## src/rtl/mfs_pkg.sv

```systemverilog
// Overview of operation
// - Stop mode 011b: decelerate to brake entry speed, then all high sides on for brake time.
// - Braking stop below brake entry speed skips deceleration and brakes at once.
// - After the brake time every transistor is switched off (high impedance).
// - Stop mode 100b: ramp speed reference to spin-down limit, then high impedance.
// - Stop mode 101b: decelerate, then DC current through one phase pattern for brake time.
// - Align pattern angle comes from configured angle or last commutation angle.
// - Phase current limited to align current ceiling during align braking.
// - Extent 0: pulses only while driving; 1: until back-EMF falls below cutoff.
// - One speed pulse every N electrical cycles, N from divider, 2 to 30 poles.
// - Motor lock holds speed pulse output high.
// - Open loop: 00 follow drive, 01 hold high, 10 follow first start only.
// - Supply cap enabled restricts speed reference to keep estimated current under cap.
// - Status flag shows the supply cap limiting the speed reference.
// - Any actionable fault drives the active-low fault output low.
// - Alarm routing set: actionable faults also drive the alarm pin high.
// - Report-only faults: fault pin low without routing, alarm only with routing.
// - Priority latched, slow retry, fast retry, report; coinciding retries wait longer time.
// - Latched fault keeps outputs off until clear; retry faults recover after retry time.
// - Fault reporting lags fault response by at most 200 ms.
// - Latched fault clears within 200 ms of the clear command.
// - Stop mode 000b switches all transistors off immediately.
// - Stop mode 010b: decelerate, all low sides on for brake time, then high impedance.
package mfs_pkg;
	localparam int          MFS_CLK_HZ        = 50_000_000;
	localparam int          MFS_TICK_MS       = 1;
	localparam int          MFS_MS_CYCLES     = MFS_CLK_HZ / 1000 * MFS_TICK_MS;
	localparam int          MFS_REPORT_LAG_MS = 200;
	localparam int          MFS_CLEAR_LAG_MS  = 200;
	localparam logic [15:0] MFS_RETRY_SLOW_MS = 16'h03e8;
	localparam logic [15:0] MFS_RETRY_FAST_MS = 16'h01f4;
	localparam logic [15:0] MFS_RAMP_STEP     = 16'h0010;
	localparam logic [15:0] MFS_CAP_STEP      = 16'h0010;

	localparam logic [2:0]  MFS_REG_CTRL   = 3'h0;
	localparam logic [2:0]  MFS_REG_SPEED  = 3'h1;
	localparam logic [2:0]  MFS_REG_BRAKE  = 3'h2;
	localparam logic [2:0]  MFS_REG_LIMIT  = 3'h3;
	localparam logic [2:0]  MFS_REG_BEMF   = 3'h4;
	localparam logic [2:0]  MFS_REG_STATUS = 3'h5;

	localparam int          MFS_F_MODE     = 0;
	localparam int          MFS_F_EXTENT   = 3;
	localparam int          MFS_F_POLICY   = 4;
	localparam int          MFS_F_DIV      = 6;
	localparam int          MFS_F_ANGSEL   = 10;
	localparam int          MFS_F_ALARM    = 11;
	localparam int          MFS_F_CAPEN    = 12;
	localparam int          MFS_F_CLEAR    = 31;
	localparam logic [31:0] MFS_CTRL_MASK  = 32'h00001fff;
	localparam logic [31:0] MFS_CTRL_RST   = 32'h00000040;
	localparam logic [31:0] MFS_BEMF_MASK  = 32'h0000ffff;

	localparam logic [2:0]  MFS_STOP_COAST = 3'h0;
	localparam logic [2:0]  MFS_STOP_LSBRK = 3'h2;
	localparam logic [2:0]  MFS_STOP_HSBRK = 3'h3;
	localparam logic [2:0]  MFS_STOP_SPIN  = 3'h4;
	localparam logic [2:0]  MFS_STOP_ALIGN = 3'h5;

	localparam logic [1:0]  MFS_OL_FOLLOW  = 2'h0;
	localparam logic [1:0]  MFS_OL_HIGH    = 2'h1;
	localparam logic [1:0]  MFS_OL_FIRST   = 2'h2;

	typedef enum logic [2:0] {MFS_RUN, MFS_DECEL, MFS_SPIN, MFS_BRAKE, MFS_HIZ} mfs_stop_e;

	typedef struct packed {
		logic latched;
		logic retry_slow;
		logic retry_fast;
		logic report_only;
	} mfs_fault_s;

	typedef struct packed {
		logic [2:0] hs;
		logic [2:0] ls;
	} mfs_gate_s;

	// six sectors; low sides are the complement so current flows through one pattern
	function automatic mfs_gate_s mfs_align_pattern(input logic [15:0] angle);
		logic [18:0] prod;
		logic [2:0]  hs;
		prod = {3'h0, angle} * 19'h00006;
		case (prod[18:16])
			3'h0:    hs = 3'h1;
			3'h1:    hs = 3'h3;
			3'h2:    hs = 3'h2;
			3'h3:    hs = 3'h6;
			3'h4:    hs = 3'h4;
			default: hs = 3'h5;
		endcase
		return '{hs: hs, ls: ~hs};
	endfunction

	function automatic logic [31:0] mfs_merge(input logic [31:0] old, input logic [31:0] wd,
		input logic [3:0] be);
		logic [31:0] r;
		r = old;
		for (int i = 0; i < 4; i++)
			if (be[i])
				r[i*8 +: 8] = wd[i*8 +: 8];
		return r;
	endfunction
endpackage

```

## src/rtl/mfs_tick.sv

```systemverilog
`timescale 1ns/1ns
module mfs_tick import mfs_pkg::*; #(
	parameter int CYCLES = MFS_MS_CYCLES
) (
	// clock and reset
	input  wire logic clk_sys,
	input  wire logic reset_n,
	// periodic strobe
	output logic      tick
);
	typedef struct packed {
		logic [31:0] cnt;
		logic        tick;
	} mfs_tick_s;

	mfs_tick_s s_r;
	mfs_tick_s s_nxt;

	always_comb
	begin
		s_nxt = s_r;
		s_nxt.tick = 1'b0;
		if (s_r.cnt >= 32'(CYCLES - 1))
		begin
			s_nxt.cnt = 32'h0;
			s_nxt.tick = 1'b1;
		end
		else
			s_nxt.cnt = s_r.cnt + 32'h1;
	end

	always_ff @(posedge clk_sys or negedge reset_n)
	begin
		if (!reset_n)
			s_r <= '0;
		else
			s_r <= s_nxt;
	end

	assign tick = s_r.tick;
endmodule // mfs_tick

```

## src/rtl/mfs_pulse_div.sv

```systemverilog
`timescale 1ns/1ns
module mfs_pulse_div import mfs_pkg::*; (
	// clock and reset
	input  wire logic       clk_sys,
	input  wire logic       reset_n,
	// half electrical cycle edges and divider
	input  wire logic       half_cycle,
	input  wire logic [3:0] divider,
	input  wire logic       enable,
	// divided square wave
	output logic            pulse
);
	typedef struct packed {
		logic [3:0] cnt;
		logic       pulse;
	} mfs_div_s;

	mfs_div_s   s_r;
	mfs_div_s   s_nxt;
	logic [3:0] n_eff;

	// toggling every N half cycles gives one full period per N electrical cycles
	always_comb
	begin
		n_eff = (divider == 4'h0) ? 4'h1 : divider;
		s_nxt = s_r;
		if (!enable)
			s_nxt = '0;
		else if (half_cycle)
		begin
			if (s_r.cnt >= n_eff - 4'h1)
			begin
				s_nxt.cnt = 4'h0;
				s_nxt.pulse = ~s_r.pulse;
			end
			else
				s_nxt.cnt = s_r.cnt + 4'h1;
		end
	end

	always_ff @(posedge clk_sys or negedge reset_n)
	begin
		if (!reset_n)
			s_r <= '0;
		else
			s_r <= s_nxt;
	end

	assign pulse = s_r.pulse;
endmodule // mfs_pulse_div

```

## src/rtl/mfs_supervisor.sv

```systemverilog
// The implementer's own choices: register access over Avalon-MM and the placing of the registers.
`timescale 1ns/1ns
module mfs_supervisor import mfs_pkg::*; #(
	parameter int TICK_CYCLES = MFS_MS_CYCLES
) (
	// clock and reset
	input  wire logic        clk_sys,
	input  wire logic        reset_n,
	// avalon-mm slave
	input  wire logic [4:0]  avs_address,
	input  wire logic        avs_read,
	input  wire logic        avs_write,
	input  wire logic [31:0] avs_writedata,
	input  wire logic [3:0]  avs_byteenable,
	output logic [31:0]      avs_readdata,
	output logic             avs_waitrequest,
	// motor control core
	input  wire logic        stop_cmd,
	input  wire logic        start_cmd,
	input  wire logic [15:0] speed_ref_in,
	input  wire logic [15:0] motor_speed,
	input  wire logic [15:0] supply_current_est,
	input  wire logic [15:0] bemf_level,
	input  wire logic [15:0] commutation_angle,
	input  wire mfs_gate_s   drive_gate,
	input  wire logic        half_cycle,
	input  wire logic        open_loop,
	input  wire logic        motor_lock,
	input  wire logic        wake,
	output logic [15:0]      speed_ref_out,
	output logic [15:0]      phase_current_limit,
	// power stage
	output mfs_gate_s        gate_out,
	// fault sources and pins
	input  wire mfs_fault_s  fault_in,
	output logic             fault_out_n,
	output logic             alarm_out,
	output logic             speed_pulse_output
);
	typedef struct packed {
		mfs_stop_e   state;
		logic [31:0] ctrl;
		logic [31:0] speed;
		logic [31:0] brake;
		logic [31:0] limit;
		logic [31:0] bemf;
		logic [31:0] rdata;
		logic        ack;
		logic [15:0] brake_cnt;
		logic [15:0] ref_val;
		logic [15:0] cap_ref;
		logic [15:0] last_angle;
		logic        latched;
		logic        slow_seen;
		logic        retry_pend;
		logic [15:0] retry_cnt;
		logic        first_start;
		logic        ol_d;
		mfs_gate_s   gate;
		logic [15:0] cur_lim;
		logic [15:0] ref_out;
		logic        pulse;
		logic        fault_n;
		logic        alarm;
	} mfs_state_s;

	mfs_state_s  s_r;
	mfs_state_s  s_nxt;
	logic        tick;
	logic        div_pulse;
	logic        div_en;
	logic        clear_req;
	logic        outputs_off;
	logic        driving;
	logic        pulse_active;
	logic        ol_hold;
	logic        cap_limiting;
	logic [15:0] capped_ref;
	logic [15:0] ramp_tgt;
	logic [16:0] ramp_sum;
	logic [15:0] ramp_dn;
	logic [16:0] cap_up;
	logic [15:0] align_angle;
	logic [15:0] retry_limit;
	logic [2:0]  mode;
	logic [31:0] status;

	mfs_tick #(
		.CYCLES (TICK_CYCLES)
	) u_tick (
		.clk_sys (clk_sys),
		.reset_n (reset_n),
		.tick    (tick)
	);

	mfs_pulse_div u_div (
		.clk_sys    (clk_sys),
		.reset_n    (reset_n),
		.half_cycle (half_cycle),
		.divider    (s_r.ctrl[MFS_F_DIV +: 4]),
		.enable     (div_en),
		.pulse      (div_pulse)
	);

	always_comb
	begin
		s_nxt = s_r;
		mode = s_r.ctrl[MFS_F_MODE +: 3];
		clear_req = 1'b0;

		// bus: read data sampled on the first cycle, writes land on the acknowledge edge
		s_nxt.ack = (avs_read | avs_write) & ~s_r.ack;
		// settled before the status word reads it, so a status read never sees last pass's value
		cap_limiting = s_r.ctrl[MFS_F_CAPEN] & (s_r.cap_ref < speed_ref_in);
		status = 32'h0;
		status[2:0] = s_r.state;
		status[3] = cap_limiting;
		status[4] = s_r.latched;
		status[5] = s_r.retry_pend;
		status[6] = ~s_r.fault_n;
		status[7] = s_r.alarm;
		status[8] = motor_lock;
		status[9] = s_r.first_start;
		if (avs_read && !s_r.ack)
		begin
			case (avs_address[4:2])
				MFS_REG_CTRL:   s_nxt.rdata = s_r.ctrl;
				MFS_REG_SPEED:  s_nxt.rdata = s_r.speed;
				MFS_REG_BRAKE:  s_nxt.rdata = s_r.brake;
				MFS_REG_LIMIT:  s_nxt.rdata = s_r.limit;
				MFS_REG_BEMF:   s_nxt.rdata = s_r.bemf;
				MFS_REG_STATUS: s_nxt.rdata = status;
				default:        s_nxt.rdata = 32'h0;
			endcase
		end
		if (avs_write && s_r.ack)
		begin
			case (avs_address[4:2])
				MFS_REG_CTRL:
				begin
					s_nxt.ctrl = mfs_merge(s_r.ctrl, avs_writedata, avs_byteenable) & MFS_CTRL_MASK;
					clear_req = avs_byteenable[3] & avs_writedata[MFS_F_CLEAR];
				end
				MFS_REG_SPEED: s_nxt.speed = mfs_merge(s_r.speed, avs_writedata, avs_byteenable);
				MFS_REG_BRAKE: s_nxt.brake = mfs_merge(s_r.brake, avs_writedata, avs_byteenable);
				MFS_REG_LIMIT: s_nxt.limit = mfs_merge(s_r.limit, avs_writedata, avs_byteenable);
				MFS_REG_BEMF:  s_nxt.bemf = mfs_merge(s_r.bemf, avs_writedata, avs_byteenable) & MFS_BEMF_MASK;
				default:       s_nxt.bemf = s_r.bemf;
			endcase
		end

		// faults: a new latched event wins over a clear in the same cycle
		s_nxt.latched = fault_in.latched | (s_r.latched & ~clear_req);
		retry_limit = s_r.slow_seen ? MFS_RETRY_SLOW_MS : MFS_RETRY_FAST_MS;
		if (fault_in.retry_slow || fault_in.retry_fast)
		begin
			s_nxt.retry_pend = 1'b1;
			s_nxt.retry_cnt = 16'h0;
			if (fault_in.retry_slow)
				s_nxt.slow_seen = 1'b1;
		end
		else if (s_r.retry_pend && tick)
		begin
			if (s_r.retry_cnt + 16'h1 >= retry_limit)
			begin
				s_nxt.retry_pend = 1'b0;
				s_nxt.slow_seen = 1'b0;
				s_nxt.retry_cnt = 16'h0;
			end
			else
				s_nxt.retry_cnt = s_r.retry_cnt + 16'h1;
		end
		// latched holds off past any retry expiry, giving latched the top priority
		outputs_off = s_r.latched | fault_in.latched | s_r.retry_pend
			| fault_in.retry_slow | fault_in.retry_fast;
		// reporting is registered in the same cycle as the response, well inside the allowed lag
		s_nxt.fault_n = ~(outputs_off | (fault_in.report_only & ~s_r.ctrl[MFS_F_ALARM]));
		s_nxt.alarm = s_r.ctrl[MFS_F_ALARM] & (outputs_off | fault_in.report_only);

		// supply current cap works on its own reference so releasing it recovers gently
		cap_up = {1'b0, s_r.cap_ref} + {1'b0, MFS_CAP_STEP};
		if (!s_r.ctrl[MFS_F_CAPEN])
			s_nxt.cap_ref = speed_ref_in;
		else if (tick)
		begin
			if (supply_current_est > s_r.limit[31:16])
				s_nxt.cap_ref = (s_r.cap_ref > MFS_CAP_STEP) ? s_r.cap_ref - MFS_CAP_STEP : 16'h0;
			else if (cap_up[15:0] < speed_ref_in && !cap_up[16])
				s_nxt.cap_ref = cap_up[15:0];
			else
				s_nxt.cap_ref = speed_ref_in;
		end
		capped_ref = cap_limiting ? s_r.cap_ref : speed_ref_in;

		// ramp toward the stop target, one step per millisecond
		ramp_tgt = (s_r.state == MFS_SPIN) ? s_r.speed[31:16] : s_r.speed[15:0];
		ramp_sum = {1'b0, ramp_tgt} + {1'b0, MFS_RAMP_STEP};
		ramp_dn = ({1'b0, s_r.ref_val} > ramp_sum) ? s_r.ref_val - MFS_RAMP_STEP : ramp_tgt;

		case (s_r.state)
			MFS_RUN:
			begin
				s_nxt.ref_val = capped_ref;
				s_nxt.last_angle = commutation_angle;
				if (stop_cmd)
				begin
					s_nxt.brake_cnt = 16'h0;
					case (mode)
						MFS_STOP_HSBRK, MFS_STOP_LSBRK, MFS_STOP_ALIGN:
							if (motor_speed < s_r.speed[15:0])
								s_nxt.state = MFS_BRAKE;
							else
								s_nxt.state = MFS_DECEL;
						MFS_STOP_SPIN:
							s_nxt.state = MFS_SPIN;
						default:
							s_nxt.state = MFS_HIZ;
					endcase
				end
			end
			MFS_DECEL:
			begin
				s_nxt.last_angle = commutation_angle;
				if (tick)
					s_nxt.ref_val = ramp_dn;
				if (motor_speed <= s_r.speed[15:0])
					s_nxt.state = MFS_BRAKE;
			end
			MFS_SPIN:
			begin
				if (tick)
					s_nxt.ref_val = ramp_dn;
				if (s_r.ref_val <= s_r.speed[31:16])
					s_nxt.state = MFS_HIZ;
			end
			MFS_BRAKE:
			begin
				s_nxt.ref_val = 16'h0;
				if (s_r.brake_cnt >= s_r.brake[15:0])
					s_nxt.state = MFS_HIZ;
				else if (tick)
					s_nxt.brake_cnt = s_r.brake_cnt + 16'h1;
			end
			MFS_HIZ:
			begin
				s_nxt.ref_val = 16'h0;
				if (start_cmd)
					s_nxt.state = MFS_RUN;
			end
			default:
				s_nxt.state = MFS_HIZ;
		endcase

		// power stage drive
		align_angle = s_r.ctrl[MFS_F_ANGSEL] ? s_r.last_angle : s_r.brake[31:16];
		s_nxt.cur_lim = 16'hffff;
		case (s_r.state)
			MFS_RUN, MFS_DECEL, MFS_SPIN:
				s_nxt.gate = drive_gate;
			MFS_BRAKE:
			begin
				case (mode)
					MFS_STOP_HSBRK: s_nxt.gate = '{hs: 3'h7, ls: 3'h0};
					MFS_STOP_LSBRK: s_nxt.gate = '{hs: 3'h0, ls: 3'h7};
					MFS_STOP_ALIGN:
					begin
						s_nxt.gate = mfs_align_pattern(align_angle);
						s_nxt.cur_lim = s_r.limit[15:0];
					end
					default:        s_nxt.gate = '0;
				endcase
			end
			default:
				s_nxt.gate = '0;
		endcase
		if (outputs_off)
			s_nxt.gate = '0;
		s_nxt.ref_out = outputs_off ? 16'h0 : s_r.ref_val;

		// speed pulse output
		s_nxt.ol_d = open_loop;
		if (wake)
			s_nxt.first_start = 1'b1;
		else if (s_r.ol_d && !open_loop)
			s_nxt.first_start = 1'b0;
		driving = (s_r.state != MFS_HIZ) && !outputs_off;
		pulse_active = driving
			| (s_r.ctrl[MFS_F_EXTENT] & (bemf_level >= s_r.bemf[15:0]));
		ol_hold = open_loop & ((s_r.ctrl[MFS_F_POLICY +: 2] == MFS_OL_HIGH)
			| ((s_r.ctrl[MFS_F_POLICY +: 2] == MFS_OL_FIRST) & ~s_r.first_start));
		div_en = pulse_active & ~motor_lock & ~ol_hold;
		if (motor_lock)
			s_nxt.pulse = 1'b1;
		else if (ol_hold)
			s_nxt.pulse = 1'b1;
		else
			s_nxt.pulse = pulse_active & div_pulse;
	end

	always_ff @(posedge clk_sys or negedge reset_n)
	begin
		if (!reset_n)
		begin
			s_r <= '0;
			s_r.state <= MFS_HIZ;
			s_r.ctrl <= MFS_CTRL_RST;
			s_r.first_start <= 1'b1;
			s_r.fault_n <= 1'b1;
			s_r.cur_lim <= 16'hffff;
		end
		else
			s_r <= s_nxt;
	end

	assign avs_waitrequest     = (avs_read | avs_write) & ~s_r.ack;
	assign avs_readdata        = s_r.rdata;
	assign gate_out            = s_r.gate;
	assign phase_current_limit = s_r.cur_lim;
	assign speed_ref_out       = s_r.ref_out;
	assign speed_pulse_output  = s_r.pulse;
	assign fault_out_n         = s_r.fault_n;
	assign alarm_out           = s_r.alarm;
endmodule // mfs_supervisor

```

## config.mk

```make
export PLATFORM = sky130hd
export DESIGN_NAME = mfs_supervisor
export DESIGN_NICKNAME = d
export VERILOG_FILES = /design/src/rtl/mfs_pkg.sv /design/src/rtl/mfs_tick.sv /design/src/rtl/mfs_pulse_div.sv /design/src/rtl/mfs_supervisor.sv
export SDC_FILE = /design/constraint.sdc
export NUM_CORES = 1
export LEC_CHECK = 0
export ABC_CLOCK_PERIOD_IN_PS = 3920
export BUFFER_PORTS_ARGS = -buffer_cell sky130_fd_sc_hd__buf_4
export CAP_MARGIN = 20
export CORE_MARGIN = 3
export CORE_UTILIZATION = 25
export CTS_BUF_LIST = sky130_fd_sc_hd__clkbuf_4
export DETAILED_ROUTE_END_ITERATION = 10
export HOLD_SLACK_MARGIN = 0.08
export PLACE_DENSITY = 0.47
export SYNTH_ARGS = -nofsm -noshare
export SYNTH_HDL_FRONTEND = slang
export SYNTH_HIERARCHICAL = 1
export SYNTH_SLANG_ARGS = --single-unit
export TNS_END_PERCENT = 5
```

## constraint.sdc

```tcl
create_clock -name clk_sys -period 3.92 [get_ports clk_sys]
set_input_delay 0.196 -clock clk_sys [delete_from_list [all_inputs] [get_ports clk_sys]]
set_output_delay 0.196 -clock clk_sys [all_outputs]
set_load 0.05 [all_outputs]
```

-- Word-level counts from Yosys, hierarchy flattened
Cells that the tools add are included.
- flip-flop bits (word level): 325
- input port bits: 141
- output and inout bits: 74
- logic and storage cells: 226
- add/subtract/negate cells: 9
- multipliers: 1
- magnitude comparators: 13
- eq/ne operators: 32
- multiplexer cells: 52
- bitwise operators: 32
- reduce and logical (&&, ||, !) cells: 47
- operators with widths (cell ; number):
    two-way mux 16 bit ; 17
    case mux 32 bit (6 select lines) ; 1
    AND reduction 3 bit ; 17
    less-than comparator 16 bit ; 3
    case mux 16 bit (3 select lines) ; 1
    two-way mux 18 bit ; 2
    adder 16 x 5 -> 17 bit (second input constant) ; 2
    adder 16 x 1 -> 16 bit (second input constant) ; 2
    adder 32 x 1 -> 32 bit (second input constant) ; 1
    greater-or-equal comparator 16 bit ; 2
    greater-or-equal comparator 32 x 16 -> 1 bit (second input constant) ; 1
    <= comparator 16 bit ; 2
    two-way mux 32 bit ; 1
    case mux 16 bit (2 select lines) ; 1
    subtractor 16 x 5 -> 16 bit (second input constant) ; 2
    case mux 3 bit (5 select lines) ; 2
    == test 3 x 2 -> 1 bit (second input constant) ; 8
    two-way mux 3 bit ; 7
    == test 3 bit (second input constant) ; 6
    multiplier 16 x 2 -> 18 bit (second input constant) ; 1
    case mux 6 bit (3 select lines) ; 1
    greater-than comparator 16 x 17 -> 1 bit ; 1
    greater-or-equal comparator 16 x 10 -> 1 bit ; 1
    greater-than comparator 16 bit ; 1
    34 further kinds ; 103

-- Longest topological paths before layout
Gate-level depths: netlist (run 1).
- word-level depth: 11
- gate-level depth with buffers: 22
- depth with buffers taken out: 18

-- Modules after synthesis
Netlist (run 1), hierarchy kept.
- by module, submodules not included (module ; instances ; cells each ; area each (µm²) ; seq. area each (µm²)):
    mfs_supervisor ; 1 ; 2058 ; 18626.6 ; 7206.9
    mfs_tick ; 1 ; 107 ; 1342.5 ; 825.8
    mfs_pulse_div ; 1 ; 49 ; 441.7 ; 125.1

-- Worst setup path before layout (run 1)
OpenSTA, ideal clock, no wires.
- path type: flip-flop to flip-flop
- start: register s_r[321] (netlist bit)
- end: register s_r[99] (netlist bit)
- setup time: 0.137 ns
- arrival: 4.124 ns
- required time: 3.783 ns
- slack: -0.340 ns
- cell stages (with the launch flop): 22
- path buffers: 4
- clock period less this slack: 4.260 ns
- cell sequence: dfstp_2 buf_2 or3b_1 clkbuf_1 clkbuf_1 nor2_1 a21oi_1 inv_1 ha_1 nor2b_1 o21ai_0 a21oi_1 xor2_1 ha_1 nand4_1 or2_2 o31ai_1 o211a_1 clkbuf_1 nand2_1 a32oi_1 o21ai_0
- word-level cells in the longest chain between the ends: 7
- elaborated cells on any way between the ends: 16
- classes of those cells: add/sub (1); order compare (1); eq/ne (5); mux (4); reduce/logical (5)
- RTL lines (element ; line ; source):
    from (decl) ; mfs_supervisor.sv:67 ; mfs_state_s s_r;
    from (signal assigned) ; mfs_supervisor.sv:312 ; s_r <= s_nxt;
    == test 3 x 2 -> 1 bit ; mfs_supervisor.sv:196, mfs_supervisor.sv:200 ;
    two-way mux 16 bit ; mfs_supervisor.sv:196 ; ramp_tgt = (s_r.state == MFS_SPIN) ? s_r.speed[31:16] : s_r.speed[15:0];
    adder 16 x 5 -> 17 bit ; mfs_supervisor.sv:197 ; ramp_sum = {1'b0, ramp_tgt} + {1'b0, MFS_RAMP_STEP};
    greater-than comparator 16 x 17 -> 1 bit ; mfs_supervisor.sv:198 ; ramp_dn = ({1'b0, s_r.ref_val} > ramp_sum) ? s_r.ref_val - MFS_RAMP_STEP : ramp_tgt;
    two-way mux 16 bit ; mfs_supervisor.sv:198 ;
    two-way mux 16 bit ; mfs_supervisor.sv:224, mfs_supervisor.sv:231 ;
    case mux 16 bit (3 select lines) ; mfs_supervisor.sv:200 ; case (s_r.state)
Parallel ways exist; a longest one is shown, timed or not. The select of a mux whose other input is x is not followed.
A chain may end at the register's enable or synchronous reset.

-- Final worst setup path (run 1)
- start: register s_r[319] (netlist bit)
- end: register s_r[96] (netlist bit)
Same word-level chain as after synthesis.

==> results of run 1 <==
per-stage QoR:
step	hold slack [ns]	power, uW	cell area (um^2)	utilization, %
after floorplan	-0.0996	8720	20500	-
final	0.179	14300	26000	32.2
after global placement	0.333	10700	23100	28.7
after global routing	0.100	15400	26000	32.2
after detailed placement	0.333	10900	23100	28.7
after CTS	0.0801	14300	25900	32.1
worst max path at each step:
stage | startpoint | cells past startpoint | slack (ns) | end
5_1_grt | s_r[319] | 19 | -0.13 | s_r[102]
2_1_floorplan | s_r[321] | 20 | 0.01 | s_r[101]
3_3_place_gp | s_r[319] | 19 | 0.04 | s_r[109]
4_1_cts | s_r[319] | 19 | 0.03 | s_r[102]
6_report | s_r[319] | 19 | 0.09 | s_r[96]
3_5_place_dp | s_r[319] | 16 | -0.001 | s_r[96]
kinds of logic after synthesis:
logic type / synth area share (%)
simple gates: 17.3
buf+inv: 7.20
fa+ha+maj: 9.50
compound gates: 15.8
xor+xnor: 2.15
other cells: 0.0184
flops: 40.0
mux: 8.00
layer usage:
metal	vias up	part of all wire, %
met2	518	47
met5	-	0.037
li1	8670	-
met3	132	4.9
met1	8786	45
met4	4	2.8
power by group:
part           total (uW)  internal, uW  switching (uW)
logic                6460          2800            3670
registers            4770          4020             752
clock network        3100          1580            1510
total               14300          8400            5930
synth_stat cells, types with 5 or more instances:
cell type                  number  area [um^2]
sky130_fd_sc_hd__clkbuf_1      77          289
sky130_fd_sc_hd__xor2_1        14          123
sky130_fd_sc_hd__inv_1        135          507
sky130_fd_sc_hd__o311ai_0       7         61.3
sky130_fd_sc_hd__buf_1          7         26.3
sky130_fd_sc_hd__dfstp_2       20          526
sky130_fd_sc_hd__buf_4         72          541
sky130_fd_sc_hd__nor2b_1       21          131
sky130_fd_sc_hd__nor2_4         7         78.8
sky130_fd_sc_hd__o21ai_0      179          896
sky130_fd_sc_hd__nor3b_1        6         45.0
sky130_fd_sc_hd__and2_1        19          119
sky130_fd_sc_hd__dfrtp_1      305         7630
sky130_fd_sc_hd__a31oi_1        9         56.3
sky130_fd_sc_hd__a221oi_1      10         87.6
sky130_fd_sc_hd__or2_2          6         37.5
sky130_fd_sc_hd__nor3_1        56          280
sky130_fd_sc_hd__buf_2         10         50.1
sky130_fd_sc_hd__o31a_1         6         52.6
sky130_fd_sc_hd__o22ai_1       15         93.8
sky130_fd_sc_hd__nor2_1       132          495
sky130_fd_sc_hd__and3_1        13         81.3
sky130_fd_sc_hd__mux2_2       117         1320
sky130_fd_sc_hd__o211ai_1      19          143
sky130_fd_sc_hd__nand2b_1      44          275
sky130_fd_sc_hd__ha_1         155         1940
sky130_fd_sc_hd__a22o_1         6         52.6
sky130_fd_sc_hd__o31ai_1        7         52.6
sky130_fd_sc_hd__a21oi_1      126          631
sky130_fd_sc_hd__xnor2_1       36          315
sky130_fd_sc_hd__nor4_2         6         75.1
sky130_fd_sc_hd__or3_1         12         75.1
sky130_fd_sc_hd__a211o_1        8         70.1
sky130_fd_sc_hd__nor4_1        22          138
sky130_fd_sc_hd__o22a_1         5         43.8
sky130_fd_sc_hd__a21o_1        20          150
sky130_fd_sc_hd__or4_1          5         37.5
sky130_fd_sc_hd__a211oi_1      15          113
sky130_fd_sc_hd__a22oi_1       24          180
sky130_fd_sc_hd__mux2i_1       27          270
sky130_fd_sc_hd__nand4_1       36          225
sky130_fd_sc_hd__nand2_1      239          897
sky130_fd_sc_hd__o21a_1        12         90.1
sky130_fd_sc_hd__nand3_1       66          330
state kept, by name (all words and copies together) (netlist names):
| register | cells |
|---|---|
| alarm_out | 1 |
| avs_readdata | 32 |
| fault_out_n | 1 |
| gate_out | 6 |
| mode | 3 |
| phase_current_limit | 16 |
| s_r | 211 |
| speed_pulse_output | 1 |
| speed_ref_out | 16 |
| u_div/pulse | 1 |
| u_div/s_r | 4 |
| u_tick/s_r | 32 |
| u_tick/tick | 1 |
critical path, cell delays in order (launching register included):
cell                        delay (ns)
sky130_fd_sc_hd__dfrtp_1          0.42
sky130_fd_sc_hd__or3b_4           0.42
sky130_fd_sc_hd__nor2_1           0.11
sky130_fd_sc_hd__a21oi_1          0.06
sky130_fd_sc_hd__inv_1            0.12
sky130_fd_sc_hd__ha_4             0.16
sky130_fd_sc_hd__nand4_1          0.11
sky130_fd_sc_hd__nor4_2           0.28
sky130_fd_sc_hd__nor2_1           0.10
sky130_fd_sc_hd__xnor2_1          0.14
sky130_fd_sc_hd__ha_1             0.31
sky130_fd_sc_hd__nand3_2          0.09
sky130_fd_sc_hd__or2_4            0.27
sky130_fd_sc_hd__o31ai_4          0.24
sky130_fd_sc_hd__o211ai_2         0.15
sky130_fd_sc_hd__buf_4            0.17
sky130_fd_sc_hd__clkbuf_16        0.15
sky130_fd_sc_hd__nor2_1           0.09
sky130_fd_sc_hd__nor2_1           0.07
sky130_fd_sc_hd__o22a_1           0.25
cell type report:
cell class                 count  area, um^2
fill                        8369       54700
tap                         1060        1330
inverter                     136         510
clock buffer                 137        1030
sequential                   325        8160
timing repair buffer         453        3900
multi-input combinational   1598       10900
clock inverter                20        92.6
antenna                       11        27.5
repair_timing:
item / in CTS / in global routing
endpoints found under the setup margin: 5 / 23
hold buffers: 158 / 0
buffers inserted: 0 / 4
hold endpoints to repair: 507 / 0
resized for setup: 4 / 13
cloned: 0 / 1
pin swaps: 0 / 9
==> Flow_metrics.wiki, run 1 <==
{| class="wikitable"
! Metric !! Value
|-
| Status || completed
|-
| Hold path endpoint || s_r[68]
|-
| Worst Hold Path Cells || 3
|-
| Clock Tree Buf Depth || 3
|-
| Wire length of the first global-routing pass || 111000 um
|-
| Worst clock skew on the final layout || 0.0955 ns
|-
| Number of clock buffers inserted by TritonCTS || 95
|-
| Synthesized area || 0.0204 mm^2
|-
| Maxcap violations || 0
|-
| Cell count after synthesis || 2214
|-
| Reg2Reg Setup Slack || 0.09 ns
|-
| Number of buffer cells added on primary ports || 212
|-
| Remaining antenna violation count || 0
|-
| VDD IR max || 184 uV
|-
| DRC violation count after routing || 0
|-
| Max-slew violation count || 0
|-
| Most common cell after layout, fill and taps aside || sky130_fd_sc_hd__dfrtp_1
|-
| Class of the tightest hold or removal check || in2reg
|-
| Final clock period utilization by the worst path || 97.6%
|-
| Clock tree from TritonCTS || done
|-
| Critical path class || reg2reg
|-
| Clock insertion delay at the later pin of the skew report || 0.85 ns
|-
| Final count of hold timing violations || 0
|-
| Commonest cells after routing, fill and taps aside || sky130_fd_sc_hd__dfrtp_1, sky130_fd_sc_hd__buf_4, sky130_fd_sc_hd__nand2_1, sky130_fd_sc_hd__o21ai_0, sky130_fd_sc_hd__dlygate4sd3_1
|-
| Min-Delay Startpoint || commutation_angle[6]
|-
| Routed Wire Length || 72100 um
|-
| Startpoint class of the critical path || register
|-
| Met1 Use GR || 21.9%
|-
| EDFF count, synth || 0
|-
| Final setup margin || 0.0936 ns
|-
| Clock period minus final worst setup slack || 3.83 ns
|-
| Die W || 292 um
|-
| Worst reg-to-reg path cell count || 19
|-
| Met2 demand-to-capacity share in global routing || 27.4%
|-
| Data arrival time of the critical path || 4.53 ns
|-
| Total congestion overflow after global routing || 0
|-
| Total I/O pin count || 215
|-
| Instance count after placement with tap cells included || 3409
|-
| Clock root buffer || sky130_fd_sc_hd__clkbuf_4
|-
| Pre-antenna DRT Iters || 5
|-
| Actual transition at the worst max-transition pin || 1.08 ns
|-
| Count of different cell masters after synthesis || 88
|-
| Number of setup violations in the final report || 0
|-
| Primary FF master, synth || sky130_fd_sc_hd__dfrtp_1
|-
| Highest achievable clock rate || 261 MHz
|-
| Die Y || 292 um
|-
| Die area || 0.0851 mm^2
|-
| Effective utilization at floorplan || 25.3%
|-
| Detail-routed via count per cell || 4.84
|-
| Core area || 0.0807 mm^2
|-
| Clock transition time at the flip-flop clock pins of the worst setup and hold paths || 0.06 ns
|-
| DRC violation total after the first TritonRoute iteration || 1016
|-
| Place WS || -0.00139 ns
|-
| Synthesis Warnings || 6
|-
| Total power per unit cell area || 551 mW/mm^2
|-
| Gp weighted congestion || 0.885
|-
| Pin count of the biggest net entering global routing || 97
|-
| Critical path peak fanout || 9
|-
| Fraction of layout instances using a drive strength above 1 || 23.6%
|-
| Syn Area/Cell || 9.22 um^2
|-
| Mean routed wirelength per cell || 19.3 um
|-
| Number of vias in the routed layout || 18100
|-
| Fin nets || 2905
|-
| Launch instance of the worst register-to-register path || s_r[319]
|-
| Area Overhead vs Synth || 27.3%
|-
| Register bit count reported by yosys || 325
|-
| HPWL Detailed || 54500 um
|-
| CP endpoint kind || register
|-
| Setup repair after global routing missed its margin || true
|-
| Initial antenna violation count || 13
|-
| Post-layout instance count excluding filler cells || 3740
|-
| Via count of the first global-routing pass || 18700
|-
| Number of placement rows || 104
|-
| Leakage || 0.0116 uW
|-
| H-tree Lvls || 3
|-
| Worst slew margin relative to its limit || 27.5%
|-
| Fraction of the yosys area taken by sequential cells || 40.0%
|-
| Required time worst endpoint || 4.62 ns
|-
| CTS sink count || 325
|-
| Post-route setup TNS || 0 ns
|-
| Reg2reg end || s_r[96]
|-
| Most Crowded Layer GR || met2
|-
| Overall global routing resource usage || 16.7%
|-
| Met3 capacity usage during global routing || 3.23%
|-
| Async set-or-reset flop fraction in the synthesized netlist || 100%
|}
(Power assumes the default switching activity.)
==> inputs of run 2 (changes only) <==
--- a/config.mk
+++ b/config.mk
@@ -5,7 +5,7 @@
 export SDC_FILE = /design/constraint.sdc
 export NUM_CORES = 1
 export LEC_CHECK = 0
-export ABC_CLOCK_PERIOD_IN_PS = 3920
+export ABC_CLOCK_PERIOD_IN_PS = 4900
 export BUFFER_PORTS_ARGS = -buffer_cell sky130_fd_sc_hd__buf_4
 export CAP_MARGIN = 20
 export CORE_MARGIN = 3
@@ -13,7 +13,7 @@
 export CTS_BUF_LIST = sky130_fd_sc_hd__clkbuf_4
 export DETAILED_ROUTE_END_ITERATION = 10
 export HOLD_SLACK_MARGIN = 0.08
-export PLACE_DENSITY = 0.47
+export PLACE_DENSITY = 0.46
 export SYNTH_ARGS = -nofsm -noshare
 export SYNTH_HDL_FRONTEND = slang
 export SYNTH_HIERARCHICAL = 1
==> constraint.sdc (replaced) <==
create_clock -name clk_sys -period 4.9 [get_ports clk_sys]
set_input_delay 0.245 -clock clk_sys [delete_from_list [all_inputs] [get_ports clk_sys]]
set_output_delay 0.245 -clock clk_sys [all_outputs]
set_load 0.05 [all_outputs]
==> run 2 against run 1 <==
Compared with the run above: maximum frequency shrank 16%; critical endpoint is now s_r[102]; non-clock buffer count shrank 88; critical path type unchanged; design area down 2.8%; largest cell class unchanged.
==> Flow_metrics.wiki, run 2 (synthesis gave the netlist of run 1 again) <==
{| class="wikitable"
! Metric !! Value
|-
| Status || completed
|-
| Clock Tree Buf Depth || 3 (unchanged)
|-
| Total power per unit cell area || 445 mW/mm^2 (-19%)
|-
| Net Sw Frac || 42.2% (+0.84 points)
|-
| Part of the total power dissipated in sequential elements || 34.6% (+1.3 points)
|-
| Total I/O pin count || 215 (unchanged)
|-
| Most flop-heavy register || s_r
|-
| CTS sink count || 325 (unchanged)
|-
| Post-route setup TNS || 0 ns (unchanged)
|-
| Number of placement rows || 104 (unchanged)
|-
| Delay-heaviest family, CP || compound AO/OA/AOI/OAI gates
|-
| Launch instance of the worst register-to-register path || s_r[319]
|-
| Maxcap violations || 0 (unchanged)
|-
| Switching component of the power || 4750 uW (-20%)
|-
| Setup repair after global routing missed its margin || false
|-
| Clock insertion delay at the later pin of the skew report || 0.87 ns (+0.02 ns)
|-
| Die area || 0.0851 mm^2 (unchanged)
|-
| Final clock period utilization by the worst path || 92.8% (-4.8 points)
|-
| H-tree Lvls || 3 (unchanged)
|-
| Fin nets || 2821 (-2.9%)
|-
| Worst slew margin relative to its limit || 29.9% (+2.4 points)
|-
| Wire length of the first global-routing pass || 109000 um (-1.6%)
|-
| Max-slew violation count || 0 (unchanged)
|-
| Die W || 292 um (unchanged)
|-
| Post-layout instance count excluding filler cells || 3679 (-1.6%)
|-
| Gp weighted congestion || 0.872 (-1.4%)
|-
| Area Overhead vs Synth || 23.8%
|-
| Number of setup violations in the final report || 0 (unchanged)
|-
| Class of the tightest hold or removal check || in2reg
|-
| Clock period minus final worst setup slack || 4.55 ns (+0.720 ns)
|-
| Core area || 0.0807 mm^2 (unchanged)
|-
| VDD IR max || 186 uV (+0.97%)
|-
| Clock root buffer || sky130_fd_sc_hd__clkbuf_4
|-
| Place WS || 0.429 ns (+0.430 ns)
|-
| Routed Wire Length || 71500 um (-0.76%)
|-
| Number of clock buffers inserted by TritonCTS || 99 (+4.2%)
|-
| Data arrival time of the critical path || 5.28 ns (+0.75 ns)
|-
| Commonest cells after routing, fill and taps aside || sky130_fd_sc_hd__dfrtp_1, sky130_fd_sc_hd__buf_4, sky130_fd_sc_hd__nand2_1, sky130_fd_sc_hd__o21ai_0, sky130_fd_sc_hd__ha_1
|-
| Total congestion overflow after global routing || 0 (unchanged)
|-
| Die Y || 292 um (unchanged)
|-
| Min-Delay Startpoint || commutation_angle[15]
|-
| Number of flip-flops under the largest register name || 211 (unchanged)
|-
| Final Core Density || 31.3% (-0.91 points)
|-
| Area of all placed cells without fillers || 0.0253 mm^2 (-2.8%)
|-
| Detail-routed via count per cell || 4.84 (about the same)
|-
| Internal || 6490 uW (-23%)
|-
| Layout filler cell count || 8503 (+1.6%)
|-
| Highest achievable clock rate || 220 MHz (-16%)
|-
| Crit path largest cell delay || 0.45 ns (+0.03 ns)
|-
| Startpoint class of the critical path || register
|-
| Final setup margin || 0.354 ns (+0.260 ns)
|-
| Reg area || 0.00816 mm^2 (unchanged)
|-
| Leakage || 0.0113 uW (-2.7%)
|-
| Initial antenna violation count || 13 (unchanged)
|-
| Number of buffer cells added on primary ports || 212 (unchanged)
|-
| Slowest CP cell || sky130_fd_sc_hd__or3b_1
|-
| Combined area of the multi-input logic cells || 0.0109 mm^2 (-0.80%)
|-
| Fraction of layout instances using a drive strength above 1 || 22.4% (-1.2 points)
|-
| Number of vias in the routed layout || 17800 (-1.6%)
|-
| Final count of hold timing violations || 0 (unchanged)
|-
| Pin count of the biggest net entering global routing || 134 (+38%)
|-
| DRC violation count after routing || 0 (unchanged)
|-
| Reg2Reg Setup Slack || 0.35 ns (+0.26 ns)
|-
| Worst clock skew on the final layout || 0.0593 ns (-0.0362 ns)
|-
| Mean routed wirelength per cell || 19.4 um (+0.88%)
|-
| Worst reg-to-reg path cell count || 18 (-1)
|-
| Critical path peak fanout || 16 (+7)
|-
| Actual transition at the worst max-transition pin || 1.05 ns (-0.0361 ns)
|-
| Overall global routing resource usage || 16.5% (-0.17 points)
|-
| Crit-path cells || or3b_1, nor2_1, a21oi_1, inv_1, ha_1, nor2b_1, o21ai_0, a21oi_1, xor2_1, ha_1, nand4_1, or2_2, o31ai_1, o211ai_2, buf_4, a211oi_1, o21ai_0, o211ai_1
|-
| Clock network power share || 24.1% (+2.5 points)
|-
| Reg2reg end || s_r[102]
|-
| HPWL Detailed || 53600 um (-1.8%)
|-
| CP endpoint kind || register
|-
| Via count of the first global-routing pass || 18100 (-3.6%)
|-
| Post-CTS Setup Repair Bufs || 0 (unchanged)
|-
| Most common cell after layout, fill and taps aside || sky130_fd_sc_hd__dfrtp_1
|-
| DRC violation total after the first TritonRoute iteration || 930 (-8.5%)
|-
| Cell area after placement || 0.0227 mm^2 (-1.8%)
|-
| Remaining antenna violation count || 0 (unchanged)
|-
| Combinational power share || 41.3% (-3.8 points)
|-
| Instance count after placement with tap cells included || 3361 (-1.4%)
|-
| Levels on crit path || 18 (-1)
|-
| Clock transition time at the flip-flop clock pins of the worst setup and hold paths || 0.06 ns (about the same)
|-
| Start point of the critical path || s_r[319]
|-
| Worst Path Buf+Inv || 2 (-1)
|-
| Required time worst endpoint || 5.63 ns (+1.01 ns)
|-
| Pre-antenna DRT Iters || 5 (unchanged)
|-
| Effective utilization at floorplan || 25.3% (unchanged)
|-
| Crit path capture || s_r[102]
|-
| Clock tree from TritonCTS || done
|-
| Critical path class || reg2reg
|}
[run 2: cell count changes in the layout (fill, tap and decap cells not counted), moves of 3 or more]
cell	previous run	this run
sky130_fd_sc_hd__buf_4	288	240
sky130_fd_sc_hd__clkbuf_4	137	145
sky130_fd_sc_hd__clkinv_1	15	23
sky130_fd_sc_hd__nor4_2	10	7
sky130_fd_sc_hd__nor4_1	18	21
sky130_fd_sc_hd__dlygate4sd3_1	157	121
sky130_fd_sc_hd__o21ai_0	173	179
sky130_fd_sc_hd__clkinv_2	3	10
sky130_fd_sc_hd__o21ai_1	7	2
sky130_fd_sc_hd__buf_12	5	2
[run 2: worst min path at each step]
stage,endpoint,depth (start not counted)
final,s_r[77],3
after global routing,s_r[77],3
after CTS,s_r[272],4
after detailed placement,s_r[172],1
after global placement,s_r[172],1
after floorplan,alarm_out,0
[run 2: cell type report]
cell class,instances,share of cell area (%)
antenna,11,0.109
clock buffer,145,4.31
clock inverter,39,0.763
inverter,136,2.02
multi-input combinational,1598,43.0
sequential,325,32.3
tap,1060,5.25
timing repair buffer,365,12.3
[run 2: per-layer routing]
metal	part of all wire, %	global-route usage [%]
met3	5.1	3.23
met2	47	27.4
met1	45	21.6
met5	0.057	0
met4	2.4	5.22
[run 2: worst register-to-register path: cells and delay by family, from the launching register on]
kind,cells,cell delay [ns]
AOI/OAI and AO/OA,8,1.70
xor gates and xnor gates,1,0.09
adders and majority gates,2,0.57
buffers and inverters,2,0.42
DFF,1,0.39
and+or+nand+nor,5,1.31
[run 2: per-stage QoR]
| stage | hold WS [ns] | power [uW] |
|---|---|---|
| 6_report | 0.192 | 11200 |
| 5_1_grt | 0.129 | 12100 |
| 4_1_cts | 0.0823 | 11400 |
| 3_5_place_dp | 0.294 | 8440 |
| 3_3_place_gp | 0.286 | 8310 |
| 2_1_floorplan | -0.0506 | 6950 |
[run 2: repair_timing]
item                                   in CTS  in global routing
gates resized for setup                     0                  0
endpoints found under the hold margin     530                  0
hold buffers                              122                  0
[run 2: power groups by stage]
| stage | sequential, uW | combinational [uW] | clock [uW] |
|---|---|---|---|
| after CTS | 3880 | 4640 | 2840 |
| after floorplan | 3560 | 3390 | 0 |
| final | 3890 | 4640 | 2710 |
| after global routing | 3960 | 5170 | 2990 |
| after detailed placement | 3920 | 4510 | 0 |
| after global placement | 3910 | 4400 | 0 |
==> inputs of run 3 (changes only) <==
--- a/config.mk
+++ b/config.mk
@@ -8,6 +8,7 @@
 export ABC_CLOCK_PERIOD_IN_PS = 4900
 export BUFFER_PORTS_ARGS = -buffer_cell sky130_fd_sc_hd__buf_4
 export CAP_MARGIN = 20
+export CORE_ASPECT_RATIO = 0.9
 export CORE_MARGIN = 3
 export CORE_UTILIZATION = 25
 export CTS_BUF_LIST = sky130_fd_sc_hd__clkbuf_4
==> run 3 against run 2 <==
Compared with the run above: cell count is 0.95% lower; die area hardly changed; global-route usage up 0.14 points; register-to-register slack better by 0.09 ns; largest power group unchanged.
==> Flow_metrics.wiki, run 3 (synthesis gave the netlist of run 1 again) <==
{| class="wikitable"
! Metric !! Value
|-
| Status || completed
|-
| H-tree Lvls || 3 (unchanged)
|-
| Number of clock buffers inserted by TritonCTS || 96 (-3.0%)
|-
| Worst slew margin relative to its limit || 24.5% (-5.4 points)
|-
| Die Y || 277 um (-5.0%)
|-
| Most flop-heavy register || s_r
|-
| Clock insertion delay at the later pin of the skew report || 0.88 ns (about the same)
|-
| Reg area || 0.00816 mm^2 (unchanged)
|-
| Pre-antenna DRT Iters || 5 (unchanged)
|-
| Part of the total power dissipated in sequential elements || 34.7% (about the same)
|-
| Detail-routed via count per cell || 4.86 (+0.42%)
|-
| CTS sink count || 325 (unchanged)
|-
| Post-CTS Setup Repair Bufs || 0 (unchanged)
|-
| Area Overhead vs Synth || 23.1%
|-
| Effective utilization at floorplan || 25.5% (+0.15 points)
|-
| Post-layout instance count excluding filler cells || 3644 (-0.95%)
|-
| Mean routed wirelength per cell || 19.7 um (+1.2%)
|-
| Most common cell after layout, fill and taps aside || sky130_fd_sc_hd__dfrtp_1
|-
| Initial antenna violation count || 10 (-3)
|-
| Data arrival time of the critical path || 5.24 ns (-0.04 ns)
|-
| Setup repair after global routing missed its margin || false
|-
| Reg2Reg Setup Slack || 0.44 ns (+0.09 ns)
|-
| Total power per unit cell area || 448 mW/mm^2 (+0.71%)
|-
| Pin count of the biggest net entering global routing || 139 (+3.7%)
|-
| Reg2reg end || s_r[104]
|-
| VDD IR max || 187 uV (+0.92%)
|-
| Launch instance of the worst register-to-register path || s_r[320]
|-
| Net Sw Frac || 41.9% (-0.38 points)
|-
| Total congestion overflow after global routing || 0 (unchanged)
|-
| Combinational power share || 41.0% (-0.3 points)
|-
| Actual transition at the worst max-transition pin || 1.12 ns (+0.0750 ns)
|-
| Fin nets || 2808 (-0.46%)
|-
| Via count of the first global-routing pass || 18200 (+1.0%)
|-
| Post-route setup TNS || 0 ns (unchanged)
|-
| Number of flip-flops under the largest register name || 211 (unchanged)
|-
| Overall global routing resource usage || 16.6% (+0.14 points)
|-
| Total I/O pin count || 215 (unchanged)
|-
| Min-Delay Startpoint || commutation_angle[8]
|-
| Number of buffer cells added on primary ports || 212 (unchanged)
|-
| Number of placement rows || 98 (-5.8%)
|-
| Worst Hold Path Cells || 3 (unchanged)
|-
| Worst clock skew on the final layout || 0.0613 ns (+0.00203 ns)
|-
| Routed Wire Length || 71700 um (+0.26%)
|-
| Wire length of the first global-routing pass || 110000 um (+1.1%)
|-
| Clock network power share || 24.3% (+0.2 points)
|-
| Clock tree from TritonCTS || done
|-
| Leakage || 0.0112 uW (-0.86%)
|-
| Gp weighted congestion || 0.860 (-1.4%)
|-
| DRC violation total after the first TritonRoute iteration || 1051 (+13%)
|-
| Cell area after placement || 0.0227 mm^2 (-0.20%)
|-
| Remaining antenna violation count || 0 (unchanged)
|-
| DRC violation count after routing || 0 (unchanged)
|-
| CP endpoint kind || register
|-
| Instance count after placement with tap cells included || 3347 (-0.42%)
|-
| Area of all placed cells without fillers || 0.0251 mm^2 (-0.53%)
|-
| Die area || 0.0851 mm^2 (about the same)
|-
| Die W || 307 um (+5.3%)
|-
| Total power of the final layout || 11300 uW (+0.18%)
|-
| Layout filler cell count || 8412 (-1.1%)
|-
| HPWL Detailed || 53700 um (+0.29%)
|-
| Number of vias in the routed layout || 17700 (-0.53%)
|-
| Startpoint class of the critical path || register
|-
| Required time worst endpoint || 5.68 ns (+0.05 ns)
|-
| Max-slew violation count || 0 (unchanged)
|-
| Switching component of the power || 4710 uW (-0.73%)
|-
| Class of the tightest hold or removal check || in2reg
|-
| Number of setup violations in the final report || 0 (unchanged)
|-
| Clock root buffer || sky130_fd_sc_hd__clkbuf_4
|-
| Final count of hold timing violations || 0 (unchanged)
|-
| Worst reg-to-reg path cell count || 18 (unchanged)
|-
| Critical path peak fanout || 16 (unchanged)
|-
| Combined area of the multi-input logic cells || 0.0109 mm^2 (+0.10%)
|-
| Commonest cells after routing, fill and taps aside || sky130_fd_sc_hd__dfrtp_1, sky130_fd_sc_hd__nand2_1, sky130_fd_sc_hd__buf_4, sky130_fd_sc_hd__o21ai_0, sky130_fd_sc_hd__ha_1
|-
| Maxcap violations || 0 (unchanged)
|-
| Critical path class || reg2reg
|-
| Final clock period utilization by the worst path || 91.0% (-1.8 points)
|-
| Fraction of layout instances using a drive strength above 1 || 22.1% (-0.34 points)
|-
| Highest achievable clock rate || 224 MHz (+1.9%)
|-
| Clock Tree Buf Depth || 3 (unchanged)
|-
| Hold path endpoint || s_r[70]
|-
| Clock period minus final worst setup slack || 4.46 ns (-0.0867 ns)
|-
| Clock transition time at the flip-flop clock pins of the worst setup and hold paths || 0.06 ns (about the same)
|-
| Internal || 6540 uW (+0.83%)
|-
| Core area || 0.0802 mm^2 (-0.60%)
|}
-- run 3: cell types whose count changed in the layout (fill, tap and decap cells not counted), moves of 2 or more --
cell | before | now
sky130_fd_sc_hd__inv_8 | 2 | 0
sky130_fd_sc_hd__buf_4 | 240 | 236
sky130_fd_sc_hd__bufinv_16 | 0 | 2
sky130_fd_sc_hd__clkbuf_4 | 145 | 142
sky130_fd_sc_hd__diode_2 | 11 | 5
sky130_fd_sc_hd__dlygate4sd3_1 | 121 | 115
sky130_fd_sc_hd__inv_2 | 1 | 4
sky130_fd_sc_hd__clkinv_2 | 10 | 2
-- run 3: power groups by stage --
| stage | registers (uW) | clock network (uW) | logic (uW) |
|---|---|---|---|
| 2_1_floorplan | 3560 | 0 | 3390 |
| 3_3_place_gp | 3940 | 0 | 4380 |
| 3_5_place_dp | 3940 | 0 | 4470 |
| 4_1_cts | 3900 | 2840 | 4610 |
| 5_1_grt | 3980 | 2990 | 5190 |
| 6_report | 3910 | 2730 | 4620 |
-- run 3: routing by layer --
| metal | part of all wire [%] | routed length (um) | track usage [%] | vias to the layer above |
|---|---|---|---|---|
| met3 | 4.8 | 3410 | 3.04 | 114 |
| met1 | 46 | 33300 | 22.5 | 8724 |
| met5 | 0.080 | 57 | 0 | - |
| met4 | 2.0 | 1410 | 4.40 | 10 |
| li1 | - | - | - | 8452 |
| met2 | 47 | 33500 | 27.3 | 426 |
-- run 3: how the worst max path moves through the flow --
stage                         from        to  slack (ns)
final                     s_r[320]  s_r[104]        0.44
after global routing      s_r[320]  s_r[106]        0.06
after CTS                 s_r[320]  s_r[104]        0.27
after detailed placement  s_r[320]  s_r[106]        0.32
after global placement    s_r[320]  s_r[106]        0.38
after floorplan           s_r[321]   s_r[99]        0.64
-- run 3: worst max-delay path: stages, from the launching register on --
cell	delay, ns
sky130_fd_sc_hd__dfrtp_1	0.52
sky130_fd_sc_hd__or3b_1	0.48
sky130_fd_sc_hd__nor2_1	0.12
sky130_fd_sc_hd__a21oi_1	0.06
sky130_fd_sc_hd__inv_1	0.12
sky130_fd_sc_hd__ha_1	0.26
sky130_fd_sc_hd__nor2b_1	0.25
sky130_fd_sc_hd__o21ai_0	0.20
sky130_fd_sc_hd__a21oi_1	0.21
sky130_fd_sc_hd__xor2_1	0.10
sky130_fd_sc_hd__ha_1	0.32
sky130_fd_sc_hd__nand4_1	0.12
sky130_fd_sc_hd__or2_2	0.31
sky130_fd_sc_hd__o31ai_2	0.38
sky130_fd_sc_hd__o211ai_4	0.23
sky130_fd_sc_hd__buf_4	0.24
sky130_fd_sc_hd__a211oi_1	0.22
sky130_fd_sc_hd__o21ai_0	0.11
sky130_fd_sc_hd__o211ai_1	0.13
-- run 3: final cells by class --
class / instances / share of cell area [%]
Timing Repair Buffer: 355 / 12.0
Clock buffer: 142 / 4.24
Sequential cell: 325 / 32.5
Multi-Input combinational cell: 1598 / 43.3
Tap cell: 1050 / 5.23
Clock inverter: 33 / 0.747
Antenna cell: 5 / 0.0498
Inverter: 136 / 2.03
-- run 3: metrics by stage --
| stage | hold slack [ns] | worst slack, ns | util [%] |
|---|---|---|---|
| 2_1_floorplan | -0.0506 | 0.640 | - |
| 6_report | 0.171 | 0.440 | 31.3 |
| 5_1_grt | 0.0918 | 0.0554 | 31.3 |
| 4_1_cts | 0.0824 | 0.269 | 31.3 |
| 3_5_place_dp | 0.281 | 0.321 | 28.3 |
| 3_3_place_gp | 0.284 | 0.377 | 28.3 |
-- run 3: repair_timing --
item,CTS,global route
endpoints found under the hold margin,552,1
hold buffers,114,2
resized for setup,0,3
setup endpoints to repair,0,8
